[src/shared/sbrg_pkg.sv]
// Package of register map and constants for the serial baud rate generator
package sbrg_pkg;
    localparam logic [11:0] ADDR_DIV_HIGH = 12'h000;
    localparam logic [11:0] ADDR_DIV_LOW = 12'h004;
    localparam logic [11:0] ADDR_CTRL = 12'h008;
    localparam logic [11:0] ADDR_STATUS = 12'h00c;
    localparam int DIV_W = 13;
    localparam int HIGH_DIV_LSB = 0;
    localparam int HIGH_DIV_MSB = 4;
    localparam int BIT_BRK_IE = 7;
    localparam int BIT_EDGE_IE = 6;
    localparam int BIT_RX_ON = 0;
    localparam int BIT_TX_ON = 1;
    localparam int BIT_BRK_FLAG = 0;
    localparam int BIT_EDGE_FLAG = 1;
    localparam int BIT_GEN_RUN = 2;
    localparam logic [7:0] RST_DIV_HIGH = 8'h00;
    localparam logic [7:0] RST_DIV_LOW = 8'h04;
    localparam logic [1:0] RST_CTRL = 2'h0;
endpackage : sbrg_pkg

[src/shared/sbrg_tick_if.sv]
// Interface carrying divisor and run control to the tick generator
`timescale 1ns/100ps
interface sbrg_tick_if;
    logic [12:0] divisor_value;
    logic run;
    logic tick;
    logic busy;
    modport ctl (output divisor_value, output run, input tick, input busy);
    modport gen (input divisor_value, input run, output tick, output busy);
endinterface : sbrg_tick_if

[src/design/sbrg_tick_gen.sv]
// Modulo divider producing one tick every divisor_value bus clocks
`timescale 1ns/100ps
module sbrg_tick_gen (
    // Clock and reset
    input wire logic pclk,
    input wire logic presetn,
    // Control side
    sbrg_tick_if.gen tif
);
    logic [12:0] cnt_ff;
    logic [12:0] nxt_cnt;
    logic tick_ff;
    logic run_ok;

    assign run_ok = tif.run && (tif.divisor_value != 13'h0000);
    assign tif.busy = run_ok;
    assign tif.tick = tick_ff;

    always_comb begin
        if (!run_ok || cnt_ff >= tif.divisor_value - 13'h0001) begin
            nxt_cnt = 13'h0000;
        end else begin
            nxt_cnt = cnt_ff + 13'h0001;
        end
    end

    always_ff @(posedge pclk or negedge presetn) begin
        if (!presetn) begin
            cnt_ff <= 13'h0000;
        end else if (run_ok) begin
            cnt_ff <= nxt_cnt;
        end else if (cnt_ff != 13'h0000) begin
            cnt_ff <= 13'h0000;
        end
    end

    always_ff @(posedge pclk or negedge presetn) begin
        if (!presetn) begin
            tick_ff <= 1'b0;
        end else begin
            tick_ff <= run_ok && (cnt_ff >= tif.divisor_value - 13'h0001);
        end
    end

    property p_no_tick_idle;
        @(posedge pclk) disable iff (!presetn)
        !run_ok |=> !tick_ff;
    endproperty
    a_no_tick_idle: assert property (p_no_tick_idle)
        else $error("tick while generator stopped");

    property p_tick_spacing;
        @(posedge pclk) disable iff (!presetn)
        (tick_ff && run_ok && tif.divisor_value == 13'h0002
            && $stable(tif.divisor_value)) |=> !tick_ff;
    endproperty
    a_tick_spacing: assert property (p_tick_spacing)
        else $error("tick spacing wrong for divisor two");

    property p_div1_every;
        @(posedge pclk) disable iff (!presetn)
        (run_ok && tif.divisor_value == 13'h0001)[*2] |=> tick_ff;
    endproperty
    a_div1_every: assert property (p_div1_every)
        else $error("divisor one must tick every clock");
endmodule : sbrg_tick_gen

[src/design/sbrg_top.sv]
// Baud rate generator with APB divisor registers
//
// Added by the designer: the register addresses and register access over APB.
`timescale 1ns/100ps
// Summary of operation
// - High divisor bits buffered, low write loads divisor
// - Divisor bits 12:8 high, 7:0 low
// - Zero divisor stops the generator
// - Low resets non-zero, idle until enable
// - Break interrupt when enabled and flag set
// - Edge interrupt when enabled and flag set
// - One rate shared by transmit and receive
module sbrg_top (
    // Clock and reset
    input wire logic pclk,
    input wire logic presetn,
    // APB slave
    input wire logic psel,
    input wire logic penable,
    input wire logic pwrite,
    input wire logic [11:0] paddr,
    input wire logic [31:0] pwdata,
    output logic [31:0] prdata,
    output logic pready,
    output logic pslverr,
    // Event flags from receiver logic
    input wire logic break_detect_flag,
    input wire logic rx_edge_flag,
    // Outputs
    output logic baud_tick,
    output logic break_irq,
    output logic edge_irq
);
    logic [7:0] high_buf_ff;
    logic [7:0] high_work_ff;
    logic [7:0] low_ff;
    logic [1:0] ctrl_ff;
    logic enabled_once_ff;
    logic [31:0] rdata_ff;
    logic wr_en;
    logic rd_en;
    logic [31:0] nxt_rdata;
    sbrg_tick_if tif ();

    function automatic logic addr_hit(input logic [11:0] a);
        return (a == sbrg_pkg::ADDR_DIV_HIGH) || (a == sbrg_pkg::ADDR_DIV_LOW)
            || (a == sbrg_pkg::ADDR_CTRL) || (a == sbrg_pkg::ADDR_STATUS);
    endfunction : addr_hit

    assign wr_en = psel && penable && pwrite;
    assign rd_en = psel && !penable && !pwrite;
    assign pready = 1'b1;
    // Unmapped addresses flag an error; writes to them are dropped
    assign pslverr = psel && penable && !addr_hit(paddr);
    assign prdata = rdata_ff;

    always_ff @(posedge pclk or negedge presetn) begin
        if (!presetn) begin
            high_buf_ff <= sbrg_pkg::RST_DIV_HIGH;
        end else if (wr_en && paddr == sbrg_pkg::ADDR_DIV_HIGH) begin
            high_buf_ff <= pwdata[7:0] & 8'hdf;
        end
    end

    always_ff @(posedge pclk or negedge presetn) begin
        if (!presetn) begin
            high_work_ff <= sbrg_pkg::RST_DIV_HIGH;
            low_ff <= sbrg_pkg::RST_DIV_LOW;
        end else if (wr_en && paddr == sbrg_pkg::ADDR_DIV_LOW) begin
            high_work_ff <= high_buf_ff;
            low_ff <= pwdata[7:0];
        end else if (wr_en && paddr == sbrg_pkg::ADDR_DIV_HIGH) begin
            // Enable bits are not part of the divisor, so apply at once
            high_work_ff[7:6] <= pwdata[7:6];
        end
    end

    always_ff @(posedge pclk or negedge presetn) begin
        if (!presetn) begin
            ctrl_ff <= sbrg_pkg::RST_CTRL;
        end else if (wr_en && paddr == sbrg_pkg::ADDR_CTRL) begin
            ctrl_ff <= pwdata[1:0];
        end
    end

    always_ff @(posedge pclk or negedge presetn) begin
        if (!presetn) begin
            enabled_once_ff <= 1'b0;
        end else if (wr_en && paddr == sbrg_pkg::ADDR_CTRL
            && (pwdata[sbrg_pkg::BIT_RX_ON] || pwdata[sbrg_pkg::BIT_TX_ON]))
        begin
            enabled_once_ff <= 1'b1;
        end
    end

    assign tif.divisor_value = {
        high_work_ff[sbrg_pkg::HIGH_DIV_MSB:sbrg_pkg::HIGH_DIV_LSB], low_ff};
    assign tif.run = enabled_once_ff;

    sbrg_tick_gen u_gen (
        .pclk(pclk),
        .presetn(presetn),
        .tif(tif)
    );

    assign baud_tick = tif.tick;

    assign break_irq = high_work_ff[sbrg_pkg::BIT_BRK_IE] && break_detect_flag;
    assign edge_irq = high_work_ff[sbrg_pkg::BIT_EDGE_IE] && rx_edge_flag;

    always_comb begin
        nxt_rdata = 32'h0000_0000;
        case (paddr)
            sbrg_pkg::ADDR_DIV_HIGH: nxt_rdata[7:0] = {high_work_ff[7:6],
                1'b0, high_buf_ff[4:0]};
            sbrg_pkg::ADDR_DIV_LOW: nxt_rdata[7:0] = low_ff;
            sbrg_pkg::ADDR_CTRL: nxt_rdata[1:0] = ctrl_ff;
            sbrg_pkg::ADDR_STATUS: nxt_rdata[2:0] = {tif.busy,
                rx_edge_flag, break_detect_flag};
            default: nxt_rdata = 32'h0000_0000;
        endcase
    end

    always_ff @(posedge pclk or negedge presetn) begin
        if (!presetn) begin
            rdata_ff <= 32'h0000_0000;
        end else if (rd_en) begin
            rdata_ff <= nxt_rdata;
        end
    end

    property p_low_commits;
        @(posedge pclk) disable iff (!presetn)
        (wr_en && paddr == sbrg_pkg::ADDR_DIV_LOW)
            |=> tif.divisor_value[12:8] == $past(high_buf_ff[4:0]);
    endproperty
    a_low_commits: assert property (p_low_commits)
        else $error("low write did not commit high buffer");

    property p_high_no_commit;
        @(posedge pclk) disable iff (!presetn)
        (wr_en && paddr == sbrg_pkg::ADDR_DIV_HIGH)
            |=> $stable(tif.divisor_value);
    endproperty
    a_high_no_commit: assert property (p_high_no_commit)
        else $error("high write changed working divisor");

    property p_low_field;
        @(posedge pclk) disable iff (!presetn)
        (wr_en && paddr == sbrg_pkg::ADDR_DIV_LOW)
            |=> tif.divisor_value[7:0] == $past(pwdata[7:0]);
    endproperty
    a_low_field: assert property (p_low_field)
        else $error("low divisor field misplaced");

    property p_idle_reset;
        @(posedge pclk) disable iff (!presetn)
        !enabled_once_ff |-> !baud_tick;
    endproperty
    a_idle_reset: assert property (p_idle_reset)
        else $error("generator ran before first enable");

    property p_break_irq;
        @(posedge pclk) disable iff (!presetn)
        (wr_en && paddr == sbrg_pkg::ADDR_DIV_HIGH) |=> break_irq
            == ($past(pwdata[sbrg_pkg::BIT_BRK_IE]) && break_detect_flag);
    endproperty
    a_break_irq: assert property (p_break_irq)
        else $error("break interrupt mismatch");

    property p_edge_irq;
        @(posedge pclk) disable iff (!presetn)
        (wr_en && paddr == sbrg_pkg::ADDR_DIV_HIGH) |=> edge_irq
            == ($past(pwdata[sbrg_pkg::BIT_EDGE_IE]) && rx_edge_flag);
    endproperty
    a_edge_irq: assert property (p_edge_irq)
        else $error("edge interrupt mismatch");

    property p_div_only_low;
        @(posedge pclk) disable iff (!presetn)
        !(wr_en && paddr == sbrg_pkg::ADDR_DIV_LOW)
            |=> $stable(tif.divisor_value);
    endproperty
    a_div_only_low: assert property (p_div_only_low)
        else $error("divisor moved without low write");

    property p_zero_stops;
        @(posedge pclk) disable iff (!presetn)
        (tif.divisor_value == 13'h0000) |=> !baud_tick;
    endproperty
    a_zero_stops: assert property (p_zero_stops)
        else $error("tick with zero divisor");

    property p_enable_arms;
        @(posedge pclk) disable iff (!presetn)
        (wr_en && paddr == sbrg_pkg::ADDR_CTRL && pwdata[1:0] != 2'h0)
            |=> tif.run;
    endproperty
    a_enable_arms: assert property (p_enable_arms)
        else $error("enable write did not arm generator");

    property p_armed_stays;
        @(posedge pclk) disable iff (!presetn)
        tif.run |=> tif.run;
    endproperty
    a_armed_stays: assert property (p_armed_stays)
        else $error("generator disarmed without reset");

    property p_tick_single;
        @(posedge pclk) disable iff (!presetn)
        (baud_tick && tif.divisor_value > 13'h0001
            && $stable(tif.divisor_value)) |=> !baud_tick;
    endproperty
    a_tick_single: assert property (p_tick_single)
        else $error("tick wider than one cycle");

    property p_bad_addr;
        @(posedge pclk) disable iff (!presetn)
        (psel && penable && paddr > sbrg_pkg::ADDR_STATUS) |-> pslverr;
    endproperty
    a_bad_addr: assert property (p_bad_addr)
        else $error("unmapped access without error");
endmodule : sbrg_top

[config.mk]
export PLATFORM = sky130hd
export DESIGN_NAME = sbrg_top
export DESIGN_NICKNAME = d
export VERILOG_FILES = /design/src/shared/sbrg_pkg.sv /design/src/shared/sbrg_tick_if.sv /design/src/design/sbrg_tick_gen.sv /design/src/design/sbrg_top.sv
export SDC_FILE = /design/constraint.sdc
export NUM_CORES = 1
export LEC_CHECK = 0
export BUFFER_PORTS_ARGS = -buffer_cell sky130_fd_sc_hd__buf_4
export CAP_MARGIN = 5
export CORE_MARGIN = 2
export CORE_UTILIZATION = 45
export CTS_CLUSTER_DIAMETER = 60
export DETAILED_ROUTE_END_ITERATION = 6
export PLACE_DENSITY = 0.77
export REMOVE_ABC_BUFFERS = 1
export SLEW_MARGIN = 20
export SYNTH_ARGS = -nofsm -noshare
export SYNTH_HDL_FRONTEND = slang
export SYNTH_SLANG_ARGS = --single-unit
[constraint.sdc]
create_clock -name pclk -period 3.8 [get_ports pclk]
set_input_delay 0 -clock pclk [delete_from_list [all_inputs] [get_ports pclk]]
set_output_delay 0 -clock pclk [all_outputs]
set_load 0.01 [all_outputs]
==> impl_metrics.json, run 1 <==
{
  "nFillCells": 558,
  "ys_async_sr_fraction_pct": 100.0,
  "slowest_stage": "or4b_2",
  "ys_warn_count": 0,
  "io_pins": 88,
  "grt_pass1_vias": 1986,
  "yosysSeqAreaShare_pct": 41.18,
  "crit_path_start_kind": "flip-flop",
  "outcome": "complete, no violations",
  "avgSynthCellArea_um2": 10.67,
  "ctsRootBufferMaster": "clkbuf_8",
  "die_area_um2": 7007,
  "power_leakage_nw": 1.602,
  "yosysUniqueCellTypes": 49,
  "postSynthCellCount": 268,
  "num_vias": 2111,
  "maxSlewHeadroom_pct": 51.87,
  "crit_path_cell_trace": "nor4_2 > nand2_1 > or4_1 > xor2_1 > ha_1 > nand4_1 > nor4_1 > nor3_1 > or4b_2 > a21oi_1",
  "synth_top_family_by_area": "simple AND/OR/NAND/NOR gates",
  "yosys_most_used_dff": "dfrtp_1",
  "drtAntennaViolNets": 0,
  "max_freq_mhz": 282.3,
  "grt_antenna_before_repair": 0,
  "cts_max_level": 2,
  "crit_arrival_ns": 3.76,
  "cts-buffers-inserted": 5,
  "path_clk_slew_ns": 0.09,
  "multiInputGateArea_um2": 1529,
  "area_growth_syn_to_layout_pct": 17.55,
  "cts_buffer_depth": 2,
  "hold_path.class": "in2reg",
  "grt_pass1_wl_um": 9535,
  "n_antenna_cell": 0,
  "path_max_fanout": 13,
  "critPathBufInv": 0,
  "maxCapViolCount": 0,
  "critPathRequiredTime_ns": 4.02,
  "nNetsFinal": 387,
  "cpPeakStageDelay_ns": 0.80,
  "rows": 29,
  "grt_setup_unrepaired": "no",
  "layout-drive-gt1-share_pct": 26.56,
  "start_util_pct": 45.81,
  "synthMuxAreaShare_pct": 11.55,
  "post_drt_wl_per_cell_um": 14.19,
  "tightest_slew_ns": 0.7165,
  "viasPerCell": 5.317,
  "cts_tree": "built",
  "first_iter_violations": 109,
  "r2r_slack_ns": 0.26,
  "layout_min_cycle_time_ns": 3.542,
  "placedCellCount": 376,
  "finalHoldViolCount": 0,
  "synth_edf_count": 0,
  "synth_xor_area_share_pct": 6.740,
  "grt_max_degree": 48,
  "p_total_mw": 0.9551,
  "ff_latch_area_um2": 1177,
  "setup_viol": 0,
  "powerDensity_nw_per_um2": 284.2,
  "fin_skew_ns": 0.006055,
  "clock-sinks": 47,
  "drt_pre_antenna_iters": 4,
  "die_x_um": 83.71,
  "synth_fa_ha_area_share_pct": 7.440,
  "netlist_area_um2": 2859,
  "dp_hpwl_um": 4133,
  "port_buffers": 38,
  "finalCritPeriodShare_pct": 93.22,
  "slew_viol_final": 0,
  "clkLatencyLatePin_ns": 0.31,
  "endpoint_kind": "flip-flop",
  "critical_path_class": "reg2reg",
  "synth-seq-cells": 47,
  "crit_family": "simple AND/OR/NAND/NOR gates",
  "drt_drc_violations_left": 0,
  "place_congestion": 0.8800,
  "peakVddDrop_v": 0.0001495,
  "synthSimpleGateAreaFrac_pct": 17.29,
  "stdcell_count": 397,
  "die_y_um": 83.71,
  "setup-tns-final_ns": 0,
  "synth_compound_area_share_pct": 6.958,
  "fin_util_pct": 53.85,
  "wirelength_um": 5635,
  "core_area_um2": 6241,
  "grt-ovfl-total": 0,
  "track_usage_pct": 16.63,
  "post-cts-setup-buffers": 0
}
[area by class of cell]
class	instances	share of cell area (%)
clock buffer	5	2.048
clock inverter	3	1.415
inverter	6	0.6701
multi-input combinational	208	45.50
sequential	47	35.03
tap	77	2.867
timing repair buffer	51	12.47
[cell usage after synthesis (2+ instances only)]
library cell	number	share of area, %
xnor2_1	8	2.5
and3_1	2	0.44
a21o_1	3	0.79
nor2_1	17	2.2
nand3b_1	2	0.53
and2_1	2	0.44
mux2i_1	6	2.1
mux2_2	20	7.9
nor4_2	2	0.88
ha_1	17	7.4
dfrtp_1	46	40
inv_1	6	0.79
nor4_1	6	1.3
buf_6	2	0.79
conb_1	2	0.26
nor3_1	4	0.70
nand2_1	18	2.4
buf_4	25	6.6
a22o_2	2	0.70
nand4_1	9	2.0
nand3_1	9	1.6
o21ai_0	11	1.9
a21oi_1	8	1.4
o22ai_1	2	0.44
xor2_1	14	4.3
mux4_2	2	1.6
[kinds of logic (layout without fill, tap and decap cells)]
| family | after synthesis | in the layout |
|---|---|---|
| flops | 47 | 47 |
| compound gates | 31 | 31 |
| simple gates | 85 | 85 |
| xor+xnor | 22 | 22 |
| buf+inv | 36 | 65 |
| other cells | 2 | 25 |
| fa+ha+maj | 17 | 17 |
| mux | 28 | 28 |
[cells in the final DEF, fill, tap and decap left out, types with 2 or more instances in the layout]
master / Yosys / layout
xnor2_1: 8 / 8
mux2i_1: 6 / 6
o21ai_0: 11 / 11
buf_4: 25 / 38
and2_1: 2 / 2
o22ai_1: 2 / 2
clkbuf_8: 0 / 6
nand3_1: 9 / 9
nand3b_1: 2 / 2
inv_1: 6 / 6
conb_1: 2 / 25
xor2_1: 14 / 14
nand4_1: 9 / 9
mux2_2: 20 / 20
nand2_1: 18 / 18
mux4_2: 2 / 2
dfrtp_1: 46 / 46
a21o_1: 3 / 3
nor4_2: 2 / 3
nor2_1: 17 / 17
a22o_2: 2 / 2
ha_1: 17 / 17
nor4_1: 6 / 5
and3_1: 2 / 2
nor3_1: 4 / 4
dlygate4sd3_1: 0 / 12
a21oi_1: 8 / 8
[through the flow]
stage	cell area [µm²]	setup WS (ns)	hold WS [ns]
after detailed placement	3104	0.1994	0.04357
after global routing	3361	0.03655	0.06121
after global placement	3104	0.3284	0.03689
after CTS	3341	0.09594	0.005029
after floorplan	2723	0.5870	-0.2956
final	3361	0.2577	0.02223
[report_power, final]
part / switching, mW / internal, mW / leakage (nW)
registers: 0.00120 / 0.501 / 0.643
clock network: 0.181 / 0.200 / 0.0587
logic: 0.0408 / 0.0319 / 0.901
total: 0.223 / 0.732 / 1.60
[state kept, by name, indices dropped and copies added, names as in the netlist]
signal and count:
u_gen.tif.tick 1, u_gen.cnt_ff 13, high_buf_ff 7, low_ff 8, enabled_once_ff 1, high_work_ff 7, ctrl_ff 2, prdata 8
[what timing repair did]
item | 4_1_cts | 5_1_grt
endpoints found under the setup margin | 0 | 13
resized for setup | 0 | 1
hold endpoints to repair | 67 | 0
hold buffers | 12 | 0
[per-layer routing]
layer	routed length, µm	track usage (%)	vias up
met1	2572	22.90	1033
met3	251	3.165	7
met2	2726	26.18	61
met5	0	0	-
li1	-	-	1010
met4	84	6.158	0
[worst register-to-register path, cell delays in order (launching register included)]
cell	delay, ns
dfrtp_1	0.45
nor4_2	0.40
nand2_1	0.18
or4_1	0.51
xor2_1	0.16
ha_1	0.28
nand4_1	0.14
nor4_1	0.09
nor3_1	0.21
or4b_2	0.80
a21oi_1	0.23
[final timing paths]
check	startpoint	end	cells past startpoint
setup / recovery	low_ff[4]	u_gen.cnt_ff[4]	10
hold / removal	paddr[4]	prdata[1]	4
setup reg to reg	low_ff[4]	u_gen.cnt_ff[4]	10
hold reg to reg	prdata[7]	prdata[7]	2
max in group asynchronous	presetn	prdata[4]	2
min in group asynchronous	presetn	u_gen.cnt_ff[9]	2
No activity file was read; power rests on OpenSTA's default activity.
==> run 2, diff against run 1 <==
- ABC_AREA: not set -> 1
- PLACE_DENSITY: 0.77 -> 0.75
- SLEW_MARGIN: 20 -> not set
==> impl_metrics.json, run 2 <==
{
  "outcome": "complete, no violations",
  "setup.worst_path.start": "low_ff[0]",
  "first_iter_violations": 76,
  "min_to": "prdata[1]",
  "die_area_um2": 7800,
  "die_y_um": 88.32,
  "ys_async_sr_fraction_pct": 100.0,
  "postSynthCellCount": 410,
  "yosysMostFrequentCell": "nand2_1",
  "powerDensity_nw_per_um2": 258.0,
  "cts_max_level": 2,
  "hold_start": "rx_edge_flag",
  "place_congestion": 0.8954,
  "ys_warn_count": 0,
  "critPathRequiredTime_ns": 4.04,
  "yosysUniqueCellTypes": 34,
  "clock-sinks": 47,
  "layout_min_cycle_time_ns": 2.965,
  "yosysSeqAreaShare_pct": 36.80,
  "cts_tree": "built",
  "avgSynthCellArea_um2": 7.803,
  "synth_edf_count": 0,
  "synthTopCellsByArea": "dfrtp_1, nand2_1, ha_1",
  "post_drt_wl_per_cell_um": 12.02,
  "peakVddDrop_v": 0.0002029,
  "maxSlewHeadroom_pct": 60.20,
  "endpoint_kind": "flip-flop",
  "drt_drc_violations_left": 0,
  "finalCritPeriodShare_pct": 78.02,
  "die_x_um": 88.32,
  "p_total_mw": 0.9355,
  "setup-tns-final_ns": 0,
  "setup_viol": 0,
  "synth_common_cells": "nand2_1, inv_1, dfrtp_1, nor2_1, nand3_1",
  "crit_arrival_ns": 3.21,
  "yosys_most_used_dff": "dfrtp_1",
  "drtAntennaViolNets": 0,
  "grt_pass1_wl_um": 11460,
  "regMostFlops": "u_gen.cnt_ff",
  "ctsRootBufferMaster": "clkbuf_8",
  "multiInputGateArea_um2": 1654,
  "largest_register_ff_count": 13,
  "r2r-end": "u_gen.cnt_ff[12]",
  "tightest_slew_ns": 0.5970,
  "path_clk_slew_ns": 0.10,
  "finalHoldViolCount": 0,
  "grt_pass1_vias": 2621,
  "grt_max_degree": 48,
  "max_freq_mhz": 337.3,
  "power_leakage_nw": 1.884,
  "dp_hpwl_um": 5123,
  "nFillCells": 688,
  "wirelength_um": 6637,
  "grt_setup_unrepaired": "no",
  "ff_latch_area_um2": 1177,
  "nNetsFinal": 523,
  "port_buffers": 38,
  "maxCapViolCount": 0,
  "netlist_area_um2": 3199,
  "rows": 30,
  "path_max_fanout": 11,
  "clkLatencyLatePin_ns": 0.31,
  "synth_largest_area_cell": "dfrtp_1",
  "io_pins": 88,
  "synth-seq-cells": 47,
  "start_util_pct": 46.83,
  "min_path_cells": 5,
  "final_common_cell": "nand2_1",
  "area_growth_syn_to_layout_pct": 13.34,
  "track_usage_pct": 18.56,
  "critical_path_class": "reg2reg",
  "cts_buffer_depth": 2,
  "synth_top_area_share_pct": 35.98,
  "drt_pre_antenna_iters": 4,
  "fin_skew_ns": 0.01202,
  "crit_path_start_kind": "flip-flop",
  "slew_viol_final": 0,
  "layout-drive-gt1-share_pct": 18.20,
  "reg2reg_depth": 14,
  "n_antenna_cell": 0,
  "core_area_um2": 6832,
  "r2r_slack_ns": 0.84,
  "grt-ovfl-total": 0,
  "grt_antenna_before_repair": 0,
  "layout_common_cells": "nand2_1, inv_1, dfrtp_1, buf_4, nor2_1",
  "post-cts-setup-buffers": 0,
  "cts-buffers-inserted": 5,
  "hold_path.class": "in2reg",
  "viasPerCell": 4.761,
  "num_vias": 2628,
  "r2r-start": "low_ff[0]"
}
[run 2: layout make-up]
type | instances | share of cell area (%)
clock buffer | 5 | 1.898
clock inverter | 3 | 0.7591
inverter | 54 | 5.590
multi-input combinational | 300 | 45.62
sequential | 47 | 32.47
tap | 96 | 3.313
timing repair buffer | 47 | 10.35
[run 2: logic make-up after synthesis]
kind of cell    share of synthesized area (%)
fa+ha+maj                               6.648
buf+inv                                 14.20
simple gates                            29.21
xor+xnor                                4.928
compound gates                          7.978
flops                                   36.80
other cells                            0.2347
[run 2: worst max-delay path: stages, from the launching register on]
cell,delay (ns)
dfrtp_1,0.41
inv_1,0.15
ha_1,0.22
nand2_1,0.13
nor3_1,0.26
nand3_1,0.13
xor2_1,0.17
ha_1,0.29
nand2_1,0.06
nand2_1,0.06
a21oi_2,0.16
nand2_1,0.08
nor2_1,0.23
nand3_2,0.36
nor2_1,0.18
[run 2: per-stage QoR]
stage          instances  hold WS, ns  utilization (%)  instance area (µm²)  worst slack [ns]
3_3_place_gp         535      0.04392            50.35                 3440            0.9790
5_1_grt              552      0.06227            53.08                 3626            0.5237
6_report             552      0.06487            53.08                 3626            0.8351
2_1_floorplan        401      -0.2956                -                 3034             1.305
3_5_place_dp         535      0.05282            50.35                 3440            0.8684
4_1_cts              552      0.06320            53.08                 3626            0.8393
[run 2: report_power, final]
| part | leakage (nW) | switching [mW] | internal (mW) |
|---|---|---|---|
| Sequential | 0.558 | 0.00471 | 0.507 |
| Combinational | 1.28 | 0.0515 | 0.0430 |
| Clock | 0.0467 | 0.193 | 0.137 |
[run 2: repair_timing]
item / 4_1_cts / 5_1_grt
endpoints found under the hold margin: 66 / 0
hold buffers: 9 / 0
resized for setup: 0 / 0
[run 2: worst max-delay path by stage]
stage	end	slack, ns	cells after the start
floorplan	u_gen.cnt_ff[12]	1.30	14
global placement	u_gen.cnt_ff[12]	0.98	14
detailed placement	u_gen.cnt_ff[12]	0.87	14
CTS	u_gen.cnt_ff[12]	0.84	14
global route	u_gen.cnt_ff[4]	0.52	14
finish	u_gen.cnt_ff[12]	0.84	14
[run 2: per-layer routing]
layer	vias up	part of all wire (%)	global-route usage, %
li1	1332	-	-
met1	1206	45	23.64
met2	68	48	31.58
met3	22	3.7	3.545
met4	0	2.6	6.474
met5	-	0	0
